## src/dps_pkg.sv

```systemverilog
// Purpose: constants and types for the semaphore-flag port controller
// Assumes: 20 MHz clk, one port of a dual-port part with eight flags
package dps_pkg;

    localparam int CLK_PERIOD_NS = 50;
    localparam int DATA_W        = 9;
    localparam int IDX_W         = 3;
    localparam int FLAG_COUNT    = 8;
    localparam int CNT_W         = 4;
    localparam int POLL_W        = 3;
    localparam int SYNC_STAGES   = 2;
    localparam int T_SETUP_NS    = 50;
    localparam int T_ACCESS_NS   = 100;
    localparam int T_RECOV_NS    = 50;
    localparam int MAX_POLLS     = 4;

    // least time to whole cycles, never below one
    function automatic int cyc_min(input int ns);
        int c;
        c = (ns + CLK_PERIOD_NS - 1) / CLK_PERIOD_NS;
        return (c < 1) ? 1 : c;
    endfunction

    localparam int SETUP_CYC  = cyc_min(T_SETUP_NS);
    localparam int STROBE_CYC = cyc_min(T_ACCESS_NS) + SYNC_STAGES;
    localparam int RECOV_CYC  = cyc_min(T_RECOV_NS);

    localparam logic [CNT_W-1:0]  SETUP_CNT  = CNT_W'(SETUP_CYC - 1);
    localparam logic [CNT_W-1:0]  STROBE_CNT = CNT_W'(STROBE_CYC - 1);
    localparam logic [CNT_W-1:0]  RECOV_CNT  = CNT_W'(RECOV_CYC - 1);
    localparam logic [IDX_W-1:0]  LAST_INDEX = IDX_W'(FLAG_COUNT - 1);
    localparam logic [POLL_W-1:0] POLL_LAST  = POLL_W'(MAX_POLLS - 1);

    typedef enum logic [1:0] {
        OP_READ    = 2'h0,
        OP_CLAIM   = 2'h1,
        OP_RELEASE = 2'h2,
        OP_INIT    = 2'h3
    } dps_op_t;

    typedef struct packed {
        dps_op_t          op;
        logic [IDX_W-1:0] index;
    } dps_cmd_t;

    typedef struct packed {
        logic granted;
        logic flag;
    } dps_result_t;

    typedef struct packed {
        logic              selN;
        logic              rwN;
        logic              oeN;
        logic [IDX_W-1:0]  index;
        logic [DATA_W-1:0] dataOut;
        logic              dataOe;
    } dps_pins_t;

    localparam dps_pins_t PINS_IDLE = '{selN: 1'b1, rwN: 1'b1, oeN: 1'b1,
        index: 3'h0, dataOut: 9'h000, dataOe: 1'b0};

    typedef enum logic [1:0] {
        CY_IDLE   = 2'h0,
        CY_SETUP  = 2'h1,
        CY_STROBE = 2'h3,
        CY_RECOV  = 2'h2
    } dps_cyc_st_t;

    typedef struct packed {
        dps_cyc_st_t      st;
        logic [CNT_W-1:0] cnt;
        logic             isWrite;
        dps_pins_t        pins;
        logic             syncA;
        logic             syncB;
        logic             readBit;
        logic             done;
    } dps_cyc_state_t;

    localparam dps_cyc_state_t CYC_RESET = '{st: CY_IDLE, cnt: 4'h0,
        isWrite: 1'b0, pins: PINS_IDLE, syncA: 1'b1, syncB: 1'b1,
        readBit: 1'b1, done: 1'b0};

    typedef enum logic [2:0] {
        ST_INIT     = 3'h0,
        ST_IDLE     = 3'h1,
        ST_CLAIM    = 3'h3,
        ST_CHECK    = 3'h2,
        ST_WITHDRAW = 3'h6,
        ST_RELEASE  = 3'h7,
        ST_READ     = 3'h5
    } dps_ctl_st_t;

    typedef struct packed {
        dps_ctl_st_t       st;
        logic              issued;
        logic              start;
        logic              opWrite;
        logic              opBit;
        logic [IDX_W-1:0]  index;
        logic [POLL_W-1:0] polls;
        logic              cmdReady;
        logic              doneValid;
        dps_result_t       result;
    } dps_ctl_state_t;

    localparam dps_ctl_state_t CTL_RESET = '{st: ST_INIT, issued: 1'b0,
        start: 1'b0, opWrite: 1'b1, opBit: 1'b1, index: 3'h0, polls: 3'h0,
        cmdReady: 1'b0, doneValid: 1'b0,
        result: '{granted: 1'b0, flag: 1'b1}};

endpackage

```

## src/dps_port_cycle.sv

```systemverilog
// Purpose: one flag-space access on the port pins, write or read
// Assumes: start only while idle; data pin input is asynchronous
// Notes:   select-controlled cycle: setup, strobe, recovery
`timescale 1ns/1ns
module dps_port_cycle
    import dps_pkg::*;
(
    input  wire logic             clk,
    input  wire logic             reset_n,
    input  wire logic             start,
    input  wire logic             isWrite,
    input  wire logic             wrBit,
    input  wire logic [IDX_W-1:0] index,
    input  wire logic             dataBit,
    output dps_pins_t             pins,
    output logic                  readBit,
    output logic                  done
);

    dps_cyc_state_t q;
    dps_cyc_state_t d;

    always_comb begin
        d = q;
        d.done = 1'b0;
        // flag shows on all bits, so bit zero alone is enough
        d.syncA = dataBit;
        d.syncB = q.syncA;
        case (q.st)
            CY_IDLE: begin
                if (start) begin
                    d.st = CY_SETUP;
                    d.cnt = SETUP_CNT;
                    d.isWrite = isWrite;
                    d.pins.index = index;
                    d.pins.dataOut = {DATA_W{wrBit}};
                    d.pins.rwN = ~isWrite;
                end
            end
            CY_SETUP: begin
                if (q.cnt == 4'h0) begin
                    d.st = CY_STROBE;
                    d.cnt = STROBE_CNT;
                    d.pins.selN = 1'b0;
                    d.pins.oeN = q.isWrite;
                    d.pins.dataOe = q.isWrite;
                end else begin
                    d.cnt = q.cnt - 1'b1;
                end
            end
            CY_STROBE: begin
                if (q.cnt == 4'h0) begin
                    d.st = CY_RECOV;
                    d.cnt = RECOV_CNT;
                    d.pins.selN = 1'b1;
                    d.pins.oeN = 1'b1;
                    if (!q.isWrite) begin
                        d.readBit = q.syncB;
                    end
                end else begin
                    d.cnt = q.cnt - 1'b1;
                end
            end
            CY_RECOV: begin
                if (q.cnt == 4'h0) begin
                    d.st = CY_IDLE;
                    d.pins.rwN = 1'b1;
                    d.pins.dataOe = 1'b0;
                    d.done = 1'b1;
                end else begin
                    d.cnt = q.cnt - 1'b1;
                end
            end
            default: begin
                d = CYC_RESET;
            end
        endcase
    end

    always_ff @(posedge clk) begin
        if (!reset_n) begin
            q <= CYC_RESET;
        end else begin
            q <= d;
        end
    end

    assign pins = q.pins;
    assign readBit = q.readBit;
    assign done = q.done;
endmodule

```

## src/dps_flag_ctl.sv

```systemverilog
// Purpose: host controller for one port of an eight-flag semaphore unit
// Assumes: commands taken while cmdReady; one command at a time
// Notes:   frees all flags after reset before the first command
`timescale 1ns/1ns
module dps_flag_ctl
    import dps_pkg::*;
(
    input  wire logic              clk,
    input  wire logic              reset_n,
    input  wire logic              cmdValid,
    input  dps_cmd_t               cmd,
    output logic                   cmdReady,
    output logic                   doneValid,
    output dps_result_t            result,
    output dps_pins_t              pins,
    input  wire logic [DATA_W-1:0] dataIn
);

    dps_ctl_state_t q;
    dps_ctl_state_t d;
    logic           engDone;
    logic           readBit;

    function automatic dps_ctl_state_t finish_op(input dps_ctl_state_t s,
                                                 input logic granted,
                                                 input logic flag);
        dps_ctl_state_t r;
        r = s;
        r.st = ST_IDLE;
        r.issued = 1'b0;
        r.cmdReady = 1'b1;
        r.doneValid = 1'b1;
        r.result.granted = granted;
        r.result.flag = flag;
        return r;
    endfunction

    dps_port_cycle u_cycle (
        .clk     (clk),
        .reset_n (reset_n),
        .start   (q.start),
        .isWrite (q.opWrite),
        .wrBit   (q.opBit),
        .index   (q.index),
        .dataBit (dataIn[0]),
        .pins    (pins),
        .readBit (readBit),
        .done    (engDone)
    );

    always_comb begin
        d = q;
        d.start = 1'b0;
        d.doneValid = 1'b0;
        if (q.st != ST_IDLE && !q.issued) begin
            d.start = 1'b1;
            d.issued = 1'b1;
        end
        case (q.st)
            ST_INIT: begin
                if (engDone) begin
                    d.issued = 1'b0;
                    if (q.index == LAST_INDEX) begin
                        d = finish_op(q, 1'b0, 1'b1);
                    end else begin
                        d.index = q.index + 1'b1;
                    end
                end
            end
            ST_IDLE: begin
                if (cmdValid) begin
                    d.cmdReady = 1'b0;
                    d.index = cmd.index;
                    d.polls = 3'h0;
                    d.opWrite = 1'b1;
                    d.opBit = 1'b1;
                    case (cmd.op)
                        OP_READ: begin
                            d.st = ST_READ;
                            d.opWrite = 1'b0;
                        end
                        OP_CLAIM: begin
                            d.st = ST_CLAIM;
                            d.opBit = 1'b0;
                        end
                        OP_RELEASE: begin
                            d.st = ST_RELEASE;
                        end
                        default: begin
                            d.st = ST_INIT;
                            d.index = 3'h0;
                        end
                    endcase
                end
            end
            ST_CLAIM: begin
                if (engDone) begin
                    d.issued = 1'b0;
                    d.st = ST_CHECK;
                    d.opWrite = 1'b0;
                end
            end
            ST_CHECK: begin
                if (engDone) begin
                    d.issued = 1'b0;
                    if (!readBit) begin
                        d = finish_op(q, 1'b1, 1'b0);
                    end else if (q.polls == POLL_LAST) begin
                        d.st = ST_WITHDRAW;
                        d.opWrite = 1'b1;
                        d.opBit = 1'b1;
                    end else begin
                        d.polls = q.polls + 1'b1;
                    end
                end
            end
            ST_WITHDRAW: begin
                if (engDone) begin
                    d = finish_op(q, 1'b0, 1'b1);
                end
            end
            ST_RELEASE: begin
                if (engDone) begin
                    d = finish_op(q, 1'b0, 1'b1);
                end
            end
            ST_READ: begin
                if (engDone) begin
                    d = finish_op(q, ~readBit, readBit);
                end
            end
            default: begin
                d = CTL_RESET;
            end
        endcase
    end

    always_ff @(posedge clk) begin
        if (!reset_n) begin
            q <= CTL_RESET;
        end else begin
            q <= d;
        end
    end

    assign cmdReady = q.cmdReady;
    assign doneValid = q.doneValid;
    assign result = q.result;
endmodule

```

## config.mk

```make
export PLATFORM = sky130hd
export DESIGN_NAME = dps_flag_ctl
export DESIGN_NICKNAME = d
export VERILOG_FILES = /design/src/dps_pkg.sv /design/src/dps_port_cycle.sv /design/src/dps_flag_ctl.sv
export SDC_FILE = /design/constraint.sdc
export NUM_CORES = 1
export LEC_CHECK = 0
export BUFFER_PORTS_ARGS = -buffer_cell sky130_fd_sc_hd__buf_4
export CORE_MARGIN = 3
export CORE_UTILIZATION = 51
export DETAILED_ROUTE_END_ITERATION = 16
export GPL_ROUTABILITY_DRIVEN = 1
export MAX_ROUTING_LAYER = met4
export PLACE_DENSITY = 0.76
export SLEW_MARGIN = 0
export SYNTH_ARGS = -nofsm -noshare
export SYNTH_HDL_FRONTEND = slang
export SYNTH_HIERARCHICAL = 1
export SYNTH_SLANG_ARGS = --single-unit
export TNS_END_PERCENT = 20
```

## constraint.sdc

```tcl
create_clock -name clk -period 1.6 [get_ports clk]
set_input_delay 0.16 -clock clk [delete_from_list [all_inputs] [get_ports clk]]
set_output_delay 0.16 -clock clk [all_outputs]
set_load 0.1 [all_outputs]
```

==> metrics.md, run 1 <==
| Metric | Value |
|---|---|
| Global Route met2 Usage | 34.4% |
| RSZ-0062 raised after global routing | yes |
| Placed Area | 2650 sq um |
| Final-report setup violation count | 4 |
| Seq cells post-synth | 36 |
| Worst Hold Endpoint | u_cycle/d[2]$_SDFF_PN1_ |
| Worst-margin pin slew | 0.417 ns |
| PortBufs | 28 |
| Startpoint Class | register |
| FILL cells | 340 |
| Post-CTS Setup Inserts | 0 |
| Rel. slew slack | approximately 72% |
| Layout area overhead | 21.6% |
| Post-route cell area | between 2000 and 3000 sq um |
| Top Ports | 37 |
| CP endpoint kind | register |
| First-pass GRT wire length | 9160 um |
| H-tree lvl count | 2 |
| Core ar. | 4200 sq um |
| Post-synthesis async set-or-reset flop share | 0% |
| Reg clk slew, reported paths | 0.08 ns |
| Depth of the most critical reg-to-reg path | 6 |
| Min Tclk post-route | 1.63 ns |
| Most frequent cells in the layout | buf_4 (62), dfxtp_1 (30), nor2_1 (18), nand2_1 (14), a21oi_1 (12) |
| Cell Area, Synth | about 2300 sq um |
| Number of diodes | 0 |
| Initial antenna violation count | 0 |
| Syn avg cell area | 8.97 sq um |
| Register area share after synthesis | 31.0% |
| Hold path startpoint | dataIn[0] |
| GR peak layer | met2 |
| Vias in the first global route | 1919 |
| Post-synth top area share | 31.0% |
| Share of layout cells above drive strength 1 | 37.5% |
| Clk buf depth | 2 |
| R2r endpoint | q[12]$_SDFFE_PN0P_ |
| Pins over their slew limit | 0 |
| GP Congestion | approximately 0.87 |
| Final hold violations | 0 |
| Grt met1 use | 29.1% |
| Worst reg-to-reg setup slack | -0.03 ns |
| TritonRoute pass-1 iters | 5 |
| Placed insts | 338 |
| Largest net degree at the start of global routing | 31 |
| Pwr dens | 902 nW/um^2 |
| R2R Path Start | q[8]$_SDFFE_PN0P_ |
| CTS tree | built |
| Grt ovf | 0 |
| Critical path class | register to register |
| Synth Flop Type | dfxtp_1 |
| Post-layout net count | 322 |
| Final Routed Wirelength | 5280 um |
| Top fanout value on the critical path | 4 |
| Outcome | complete, but fails checks |
| Count of hold-fix buffers inserted at cts | 0 |
| Final Skew | 0.00308 ns |
| Hold path cells | 2 |
| HPWL after DPL | 3850 um |
| EDFF count, synth | 0 |
| Sink Count | 36 |
| Hold crit path type | primary input to register |
| Number of remaining DRC errors | 0 |
| Synth Net Count | 286 |
| Die Y | approximately 73 um |
| Initial Util | 55.3% |
| Most common cell after layout, fill and taps aside | buf_4 |
| Met3 GRT Util | 5.34% |
| Final Hold Slack | 0.0463 ns |
| Violated checks | setup timing |
| Fmax | between 600 and 700 MHz |
| Post-synthesis cell count | 259 |
| MaxCap Viol Count | 0 |
| Die area | 5400 sq um |
| Leakage Power | 1.15 nW |
| Syn. warnings | 6 |
| Synth area leaders | dfxtp_1 (31%), buf_4 (6.5%), ha_1 (5.4%) |
| Clock Latency Late Sink | about 0.29 ns |
| Drt via density | 5.79 |
| Synth cell types | 71 |
| WP data arrival | between 1.5 and 2 ns |
| TritonCTS Buffers | 5 |
| Routed vias | ~2k |
| CP required | 1.80 ns |
| GRT Util Overall | 22.3% |
| Row count | 23 |
| DR iter-0 viols | 143 |
| Die Width | approximately 73 um |
| Fin cells | 346 |
| Setup ws final | -0.0330 ns |
| Final worst path period share | 102% |
| Antenna viol nets, final | 0 |
| WL/cell | 15.3 um |
| Cell taking the most area after synthesis | dfxtp_1 |
| Max VDD drop | around 0.00087 V |
| CTS root buf | clkbuf_8 |
power by group:
group          internal [W]  switching [W]  total [W]
sequential         0.000947      0.0000520   0.000999
clock              0.000470       0.000365   0.000835
combinational      0.000247       0.000470   0.000717
total               0.00166       0.000887    0.00255
final cells by class:
| type | count | area (sq um) | share of cell area (%) |
|---|---|---|---|
| Clock buffer | 5 | 68.8 | 2.43 |
| Clock inverter | 3 | 46.3 | 1.64 |
| Inverter | 14 | 52.6 | 1.86 |
| Multi-Input combinational cell | 175 | 1380 | 48.9 |
| Sequential cell | 36 | 728 | 25.8 |
| Tap cell | 50 | 62.6 | 2.21 |
| Timing Repair Buffer | 63 | 485 | 17.2 |
worst max-delay path: stages (launching register included):
cell and delay, ns:
dfxtp_2 0.36, ha_4 0.14, ha_4 0.14, or4b_4 0.49, a31oi_4 0.26, nand3_2 0.10
o41ai_2 0.06
cells by family after synthesis:
group | after synthesis | share of synthesized area [%]
simple gates | 86 | 23.4
compound gates | 65 | 21.4
buf+inv | 48 | 12.5
flops | 36 | 31.0
mux | 14 | 6.25
fa+ha+maj | 10 | 5.39
through the flow:
step / setup WS [ns] / setup TNS (ns) / utilization (%) / power, W
2_1_floorplan: -0.0636 / -0.0890 / - / 0.00157
3_3_place_gp: -0.0489 / -0.159 / 63.1 / 0.00169
3_5_place_dp: -0.119 / -0.571 / 63.1 / 0.00170
4_1_cts: -0.0577 / -0.176 / 67.0 / 0.00255
5_1_grt: -0.110 / -0.437 / 67.3 / 0.00268
6_report: -0.0330 / -0.0954 / 67.3 / 0.00255
cell usage after synthesis, types with 3 or more instances:
master,instances
nand2b_1,10
o211ai_1,4
nand2_1,14
nor3b_1,3
o21ai_1,4
mux2i_1,10
nor2_1,18
inv_1,11
buf_2,5
buf_6,4
clkbuf_1,5
mux2_1,3
a22oi_1,3
a21oi_1,13
ha_1,10
inv_2,3
buf_4,20
o21ai_0,10
nor2b_1,4
nand3_1,6
nor3_1,3
dfxtp_1,36
state kept, by name, summed over array words and instances (netlist names):
register / count
doneValid: 1
u_cycle/d: 1
u_cycle/readBit: 1
cmdReady: 1
result: 2
u_cycle/done: 1
u_cycle/pins: 8
q: 13
u_cycle/q: 8
worst max path at each step:
stage	endpoint	from	cells past startpoint
finish	q[12]$_SDFFE_PN0P_	q[8]$_SDFFE_PN0P_	6
global route	q[15]$_SDFFE_PN0P_	q[5]$_SDFFE_PN0P_	6
CTS	q[12]$_SDFFE_PN0P_	q[8]$_SDFFE_PN0P_	6
detailed placement	q[12]$_SDFFE_PN0P_	q[7]$_SDFFE_PN0P_	6
global placement	q[12]$_SDFFE_PN0P_	q[7]$_SDFFE_PN0P_	6
floorplan	q[15]$_SDFFE_PN0P_	q[5]$_SDFFE_PN0P_	6
routing by layer:
metal,wire length [um],share of wire (%),vias up
li1,-,-,992
met1,2450,46,947
met2,2450,46,60
met3,319,6.0,4
met4,57,1.1,0
met5,0,0,-
timing repair:
action,CTS,global route
endpoints found under the setup margin,9,16
gates cloned,0,0
gates resized for setup,12,4
pin swaps,3,4
No activity file was read; power rests on OpenSTA's default activity.
==> run 2: changes to the inputs <==
--- a/config.mk
+++ b/config.mk
@@ -6,7 +6,7 @@
 export NUM_CORES = 1
 export LEC_CHECK = 0
 export BUFFER_PORTS_ARGS = -buffer_cell sky130_fd_sc_hd__buf_4
-export CORE_MARGIN = 3
+export CORE_MARGIN = 10
 export CORE_UTILIZATION = 51
 export DETAILED_ROUTE_END_ITERATION = 16
 export GPL_ROUTABILITY_DRIVEN = 1
==> constraint.sdc (replaced) <==
create_clock -name clk -period 1.6 [get_ports clk]
set_input_delay 0.4 -clock clk [delete_from_list [all_inputs] [get_ports clk]]
set_output_delay 0.4 -clock clk [all_outputs]
set_load 0.1 [all_outputs]
==> run 2 against run 1 <==
Net effect:
- the flow still finishes with violations (setup timing)
- clock-buffer cell count stayed put
- final cell count rose by 3.5%
- combinational power about the same
- first-iteration DRC count shrank 14%
- power fell by 0.24%
- utilization decreased by 0.35 points
- largest power group unchanged
==> metrics.md, run 2 (synthesis gave the netlist of run 1 again) <==
| Metric | Value |
|---|---|
| R2r endpoint | q[15]$_SDFFE_PN0P_ |
| First-pass GRT wire length | 9060 um (-1.1%) |
| Clk buf depth | 2 (unchanged) |
| Worst reg-to-reg setup slack | -0.05 ns (-0.02 ns) |
| Share of layout cells above drive strength 1 | 40.2% (+2.7 points) |
| Crit path to | q[15]$_SDFFE_PN0P_ |
| GRT Util Overall | 14.7% (-7.7 points) |
| Final Routed Wirelength | 5460 um (+3.4%) |
| WP data arrival | 1.84 ns (about the same) |
| Antenna viol nets, final | 0 (unchanged) |
| Grt ovf | 0 (unchanged) |
| Grt met1 use | 18.0% (-11 points) |
| Startpoint Class | register |
| Pwr dens | 867 nW/um^2 (-3.9%) |
| CTS tree | built |
| Final Skew | 0.00373 ns (+0.000650 ns) |
| Final Power | 0.00254 W (-0.24%) |
| Fmax | 606 MHz (-1.1%) |
| Initial antenna violation count | 0 (unchanged) |
| Number of diodes | 0 (unchanged) |
| Worst slack at placement | -0.0897 ns (+0.0291 ns) |
| Die area | 7660 sq um (+42%) |
| Max FFs per register | 13 (unchanged) |
| Final worst path period share | 103% (+1.1 points) |
| Critical path class | register to register |
| CTS root buf | clkbuf_8 |
| Largest net degree at the start of global routing | 24 (-23%) |
| TritonRoute pass-1 iters | 4 (-1) |
| Most common cell after layout, fill and taps aside | buf_4 |
| H-tree lvl count | 2 (unchanged) |
| WL/cell | 15.3 um (about the same) |
| DR iter-0 viols | 123 (-14%) |
| Final-report setup violation count | 3 (-1) |
| Final hold violations | 0 (unchanged) |
| GP Congestion | 0.929 (+7.3%) |
| Core ar. | 4380 sq um (+4.3%) |
| Initial Util | 53.0% (-2.3 points) |
| Drt via density | 5.69 (-1.7%) |
| Reg clk slew, reported paths | 0.08 ns (about the same) |
| CP Launch Point | q[4]$_SDFFE_PN0P_ |
| Outcome | complete, but fails checks |
| TritonCTS Buffers | 5 (unchanged) |
| Violated checks | setup timing |
| Row count | 24 (+4.3%) |
| Sink Count | 36 (unchanged) |
| Die Width | 87.5 um (+19%) |
| Max VDD drop | 0.000699 V (-19%) |
| R2R Path Start | q[4]$_SDFFE_PN0P_ |
| Min Tclk post-route | 1.65 ns (+0.0183 ns) |
| Global Route met2 Usage | 23.1% (-11 points) |
| Leakage Power | 1.20 nW (+4.7%) |
| CP required | 1.79 ns (about the same) |
| CP endpoint kind | register |
| Count of hold-fix buffers inserted at cts | 0 (unchanged) |
| Post-route cell area | 2930 sq um (+3.8%) |
| Rel. slew slack | 79.9% (+7.8 points) |
| Post-layout net count | 332 (+3.1%) |
| Setup ws final | -0.0513 ns (-0.0183 ns) |
| Reg with most FFs | q |
| HPWL after DPL | 4100 um (+6.4%) |
| Clock Latency Late Sink | 0.29 ns (about the same) |
| Pins over their slew limit | 0 (unchanged) |
| RSZ-0062 raised after global routing | yes |
| GR peak layer | met2 |
| Most frequent cells in the layout | buf_4 (73), dfxtp_1 (29), nor2_1 (18), nand2_1 (14), a21oi_1 (12) |
| MaxCap Viol Count | 0 (unchanged) |
| Vias in the first global route | 1951 (+1.7%) |
| PortBufs | 28 (unchanged) |
| Depth of the most critical reg-to-reg path | 6 (unchanged) |
| Top fanout value on the critical path | 2 (-2) |
| Worst-margin pin slew | 0.300 ns (-0.118 ns) |
| Placed Area | 2710 sq um (+2.2%) |
| Die Y | 87.5 um (+19%) |
| Number of remaining DRC errors | 0 (unchanged) |
| Met3 GRT Util | 3.75% (-1.6 points) |
| Top Ports | 37 (unchanged) |
| Hold crit path type | primary input to register |
| Routed vias | 2037 (+1.7%) |
| Layout area overhead | 26.3% |
## run 2: metrics by stage
step | hold WS [ns] | setup TNS, ns | utilization, % | cells
after floorplan | 0.386 | -0.0890 | - | 259
after global placement | 0.390 | -0.251 | 61.8 | 349
after detailed placement | 0.396 | -0.364 | 61.8 | 349
after CTS | 0.288 | -0.129 | 65.6 | 358
after global routing | 0.298 | -0.605 | 66.9 | 358
final | 0.293 | -0.0803 | 66.9 | 358
## run 2: layer usage
layer	up-vias	share of wire, %
met5	-	0
met4	0	1.3
met3	8	6.2
met2	64	48
met1	957	45
li1	1008	-
## run 2: repair_timing
action,in CTS,in global routing
hold endpoints to repair,0,0
pin swaps,7,5
setup endpoints to repair,12,18
setup buffers,1,0
gates resized for setup,10,13
## run 2: worst max-delay path, stage by stage, from the launching register on
cell and delay, ns:
dfxtp_2 0.34, ha_4 0.16, ha_4 0.16, nor3b_4 0.18, a21oi_2 0.07, o311ai_4 0.32, mux2_4 0.33
## run 2: final cells by class
cell class | count | area, sq um
clock buffers | 5 | 68.8
multi-input cells | 175 | 1420
fillers | 351 | 1450
well taps | 52 | 65.1
inverters | 14 | 52.6
clock inverters | 3 | 46.3
flip-flops and latches | 36 | 729
repair buffers | 73 | 548
## run 2: worst min path at each step
| stage | start | endpoint | slack, ns | cells after the start |
|---|---|---|---|---|
| CTS | dataIn[0] | u_cycle/d[2]$_SDFF_PN1_ | 0.29 | 2 |
| floorplan | u_cycle/d[2]$_SDFF_PN1_ | u_cycle/q[2]$_SDFF_PN1_ | 0.39 | 1 |
| finish | dataIn[0] | u_cycle/d[2]$_SDFF_PN1_ | 0.29 | 2 |
| global route | dataIn[0] | u_cycle/d[2]$_SDFF_PN1_ | 0.30 | 2 |
| detailed placement | u_cycle/d[2]$_SDFF_PN1_ | u_cycle/q[2]$_SDFF_PN1_ | 0.40 | 1 |
| global placement | u_cycle/d[2]$_SDFF_PN1_ | u_cycle/q[2]$_SDFF_PN1_ | 0.39 | 1 |
## run 2: power breakdown
group	total (W)	internal, W	switching [W]
combinational	0.000718	0.000249	0.000470
clock	0.000830	0.000469	0.000361
sequential	0.000996	0.000948	0.0000479
==> run 3: changes to the inputs <==
--- a/config.mk
+++ b/config.mk
@@ -7,11 +7,11 @@
 export LEC_CHECK = 0
 export BUFFER_PORTS_ARGS = -buffer_cell sky130_fd_sc_hd__buf_4
 export CORE_MARGIN = 10
-export CORE_UTILIZATION = 51
+export CORE_UTILIZATION = 60
 export DETAILED_ROUTE_END_ITERATION = 16
 export GPL_ROUTABILITY_DRIVEN = 1
 export MAX_ROUTING_LAYER = met4
-export PLACE_DENSITY = 0.76
+export PLACE_DENSITY = 0.84
 export SLEW_MARGIN = 0
 export SYNTH_ARGS = -nofsm -noshare
 export SYNTH_HDL_FRONTEND = slang
==> constraint.sdc (replaced) <==
create_clock -name clk -period 2 [get_ports clk]
set_input_delay 0.5 -clock clk [delete_from_list [all_inputs] [get_ports clk]]
set_output_delay 0.5 -clock clk [all_outputs]
set_load 0.1 [all_outputs]
==> run 3 against run 2 <==
Net effect:
- the flow now finishes without violations
- final area is 13% lower
- power fell by 23%
- die area decreased by 12%
==> metrics.md, run 3 (synthesis gave the netlist of run 1 again) <==
| Metric | Value |
|---|---|
| Drt via density | 5.95 (+4.6%) |
| Worst-margin pin slew | 0.592 ns (+0.292 ns) |
| DR iter-0 viols | 144 (+17%) |
| RSZ-0062 raised after global routing | no |
| Top fanout value on the critical path | 4 (+2) |
| Final Power | 0.00195 W (-23%) |
| Rel. slew slack | 60.5% (-19 points) |
| Final-report setup violation count | 0 (-3) |
| Top Ports | 37 (unchanged) |
| Startpoint Class | register |
| First-pass GRT wire length | 8140 um (-10%) |
| Die Width | 82.2 um (-6.0%) |
| HPWL after DPL | 3530 um (-14%) |
| R2R Path Start | q[4]$_SDFFE_PN0P_ |
| Grt ovf | 0 (unchanged) |
| Die Y | 82.2 um (-6.0%) |
| Layout area overhead | 9.42% |
| Crit path top cell by count | ha_1 |
| CTS root buf | clkbuf_8 |
| Initial Util | 62.5% (+9.5 points) |
| Hold path cells | 2 (unchanged) |
| Fmax | 542 MHz (-10%) |
| GRT Util Overall | 15.2% (+0.51 points) |
| Number of remaining DRC errors | 0 (unchanged) |
| Min Tclk post-route | 1.84 ns (+0.193 ns) |
| CTS tree | built |
| Final worst path period share | 92.2% (-11 points) |
| Pins over their slew limit | 0 (unchanged) |
| Post-layout net count | 297 (-11%) |
| Largest net degree at the start of global routing | 31 (+29%) |
| Worst path cell trace | ha_1, ha_1, nor3b_1, a21oi_1, o311ai_2, mux2_2 |
| WL/cell | 15.0 um (-1.5%) |
| WP data arrival | 2.03 ns (+0.19 ns) |
| Row count | 22 (-8.3%) |
| TritonRoute pass-1 iters | 5 (+1) |
| Antenna viol nets, final | 0 (unchanged) |
| Most common cell after layout, fill and taps aside | buf_4 |
| GR peak layer | met2 |
| Post-CTS Setup Inserts | 0 (-1) |
| Core ar. | 3720 sq um (-15%) |
| Max stage delay on crit path | 0.37 ns (+0.03 ns) |
| Slowest cell on crit path | mux2_2 |
| Most frequent cells in the layout | buf_4 (38), dfxtp_1 (35), nor2_1 (18), nand2_1 (14), a21oi_1 (13) |
| Grt met1 use | 20.8% (+2.8 points) |
| Global Route met2 Usage | 20.9% (-2.2 points) |
| Number of diodes | 0 (unchanged) |
| Die area | 6760 sq um (-12%) |
| CP endpoint kind | register |
| Leakage Power | 1.01 nW (-16%) |
| Clk buf depth | 2 (unchanged) |
| CP Launch Point | q[4]$_SDFFE_PN0P_ |
| Reg clk slew, reported paths | 0.08 ns (about the same) |
| TritonCTS Buffers | 5 (unchanged) |
| Met3 GRT Util | 3.35% (-0.40 points) |
| Clock Latency Late Sink | 0.29 ns (about the same) |
| Critical path class | register to register |
| Vias in the first global route | 1777 (-8.9%) |
| Max VDD drop | 0.000511 V (-27%) |
| Outcome | finished, final reports clean |
| Hold path startpoint | dataIn[0] |
| PortBufs | 28 (unchanged) |
| GP Congestion | 0.903 (-2.7%) |
| Initial antenna violation count | 0 (unchanged) |
| Final Skew | 0.00389 ns (+0.000167 ns) |
| Final hold violations | 0 (unchanged) |
| H-tree lvl count | 2 (unchanged) |
| MaxCap Viol Count | 0 (unchanged) |
| FILL cells | 296 (-16%) |
| Pwr dens | 768 nW/um^2 (-11%) |
| Routed vias | 1899 (-6.8%) |
| CP required | 2.19 ns (+0.40 ns) |
| Sink Count | 36 (unchanged) |
| Share of layout cells above drive strength 1 | 26.2% (-14 points) |
| Hold crit path type | primary input to register |
| Depth of the most critical reg-to-reg path | 6 (unchanged) |
| Final Routed Wirelength | 4790 um (-12%) |
| Total Neg Setup Slack | 0 ns (+0.0803 ns) |
| Reg with most FFs | q |
| Max FFs per register | 13 (unchanged) |
## run 3: changes by cell type in the layout (fill, tap and decap cells not counted), sizes merged
cell and delta:
inv -1, buf -35, clkinv +1
## run 3: critical path, delay by kind of cell, from the launching register on
family                   cells  cell delay [ns]
adder cells (fa/ha/maj)      2             0.45
AO/OA/AOI/OAI                2             0.38
multiplexers                 1             0.37
flip-flops                   1             0.32
AND/OR/NAND/NOR              1             0.22
## run 3: cell type report
cell class	instances	area, sq um	share of cell area [%]
clock buffer	5	68.8	2.71
multi-input combinational	175	1310	51.6
tap	48	60.1	2.36
sequential	36	722	28.4
clock inverter	3	42.5	1.67
inverter	14	52.6	2.07
timing repair buffer	38	285	11.2
## run 3: power breakdown
| part | internal, W | total (W) | switching (W) |
|---|---|---|---|
| Clock | 0.000369 | 0.000648 | 0.000279 |
| Combinational | 0.000150 | 0.000494 | 0.000344 |
| Sequential | 0.000757 | 0.000812 | 0.0000551 |
| Total | 0.00128 | 0.00195 | 0.000678 |
## run 3: what timing repair did
action,in CTS,in global routing
setup endpoints to repair,0,1
hold buffers,0,0
resized for setup,0,1
## run 3: routing by layer
metal / vias to the layer above / share of wire (%)
met5: - / 0
met3: 4 / 6.5
met1: 902 / 48
li1: 935 / -
met4: 0 / 0.90
met2: 58 / 44
## run 3: metrics by stage
step | instances | area, sq um | hold slack (ns) | utilization (%) | setup slack, ns
detailed placement | 311 | 2430 | 0.400 | 65.4 | 0.154
floorplan | 259 | 2320 | 0.386 | - | 0.282
global placement | 311 | 2430 | 0.391 | 65.4 | 0.172
finish | 319 | 2540 | 0.390 | 68.4 | 0.156
CTS | 319 | 2540 | 0.387 | 68.4 | 0.144
global route | 319 | 2540 | 0.401 | 68.4 | 0.0221
## run 3: path summary, 6_finish.rpt
| check | to | slack, ns |
|---|---|---|
| max | q[15]$_SDFFE_PN0P_ | 0.16 |
| min | u_cycle/d[2]$_SDFF_PN1_ | 0.39 |
| max reg2reg | q[15]$_SDFFE_PN0P_ | 0.16 |
| min reg2reg | u_cycle/q[2]$_SDFF_PN1_ | 0.41 |
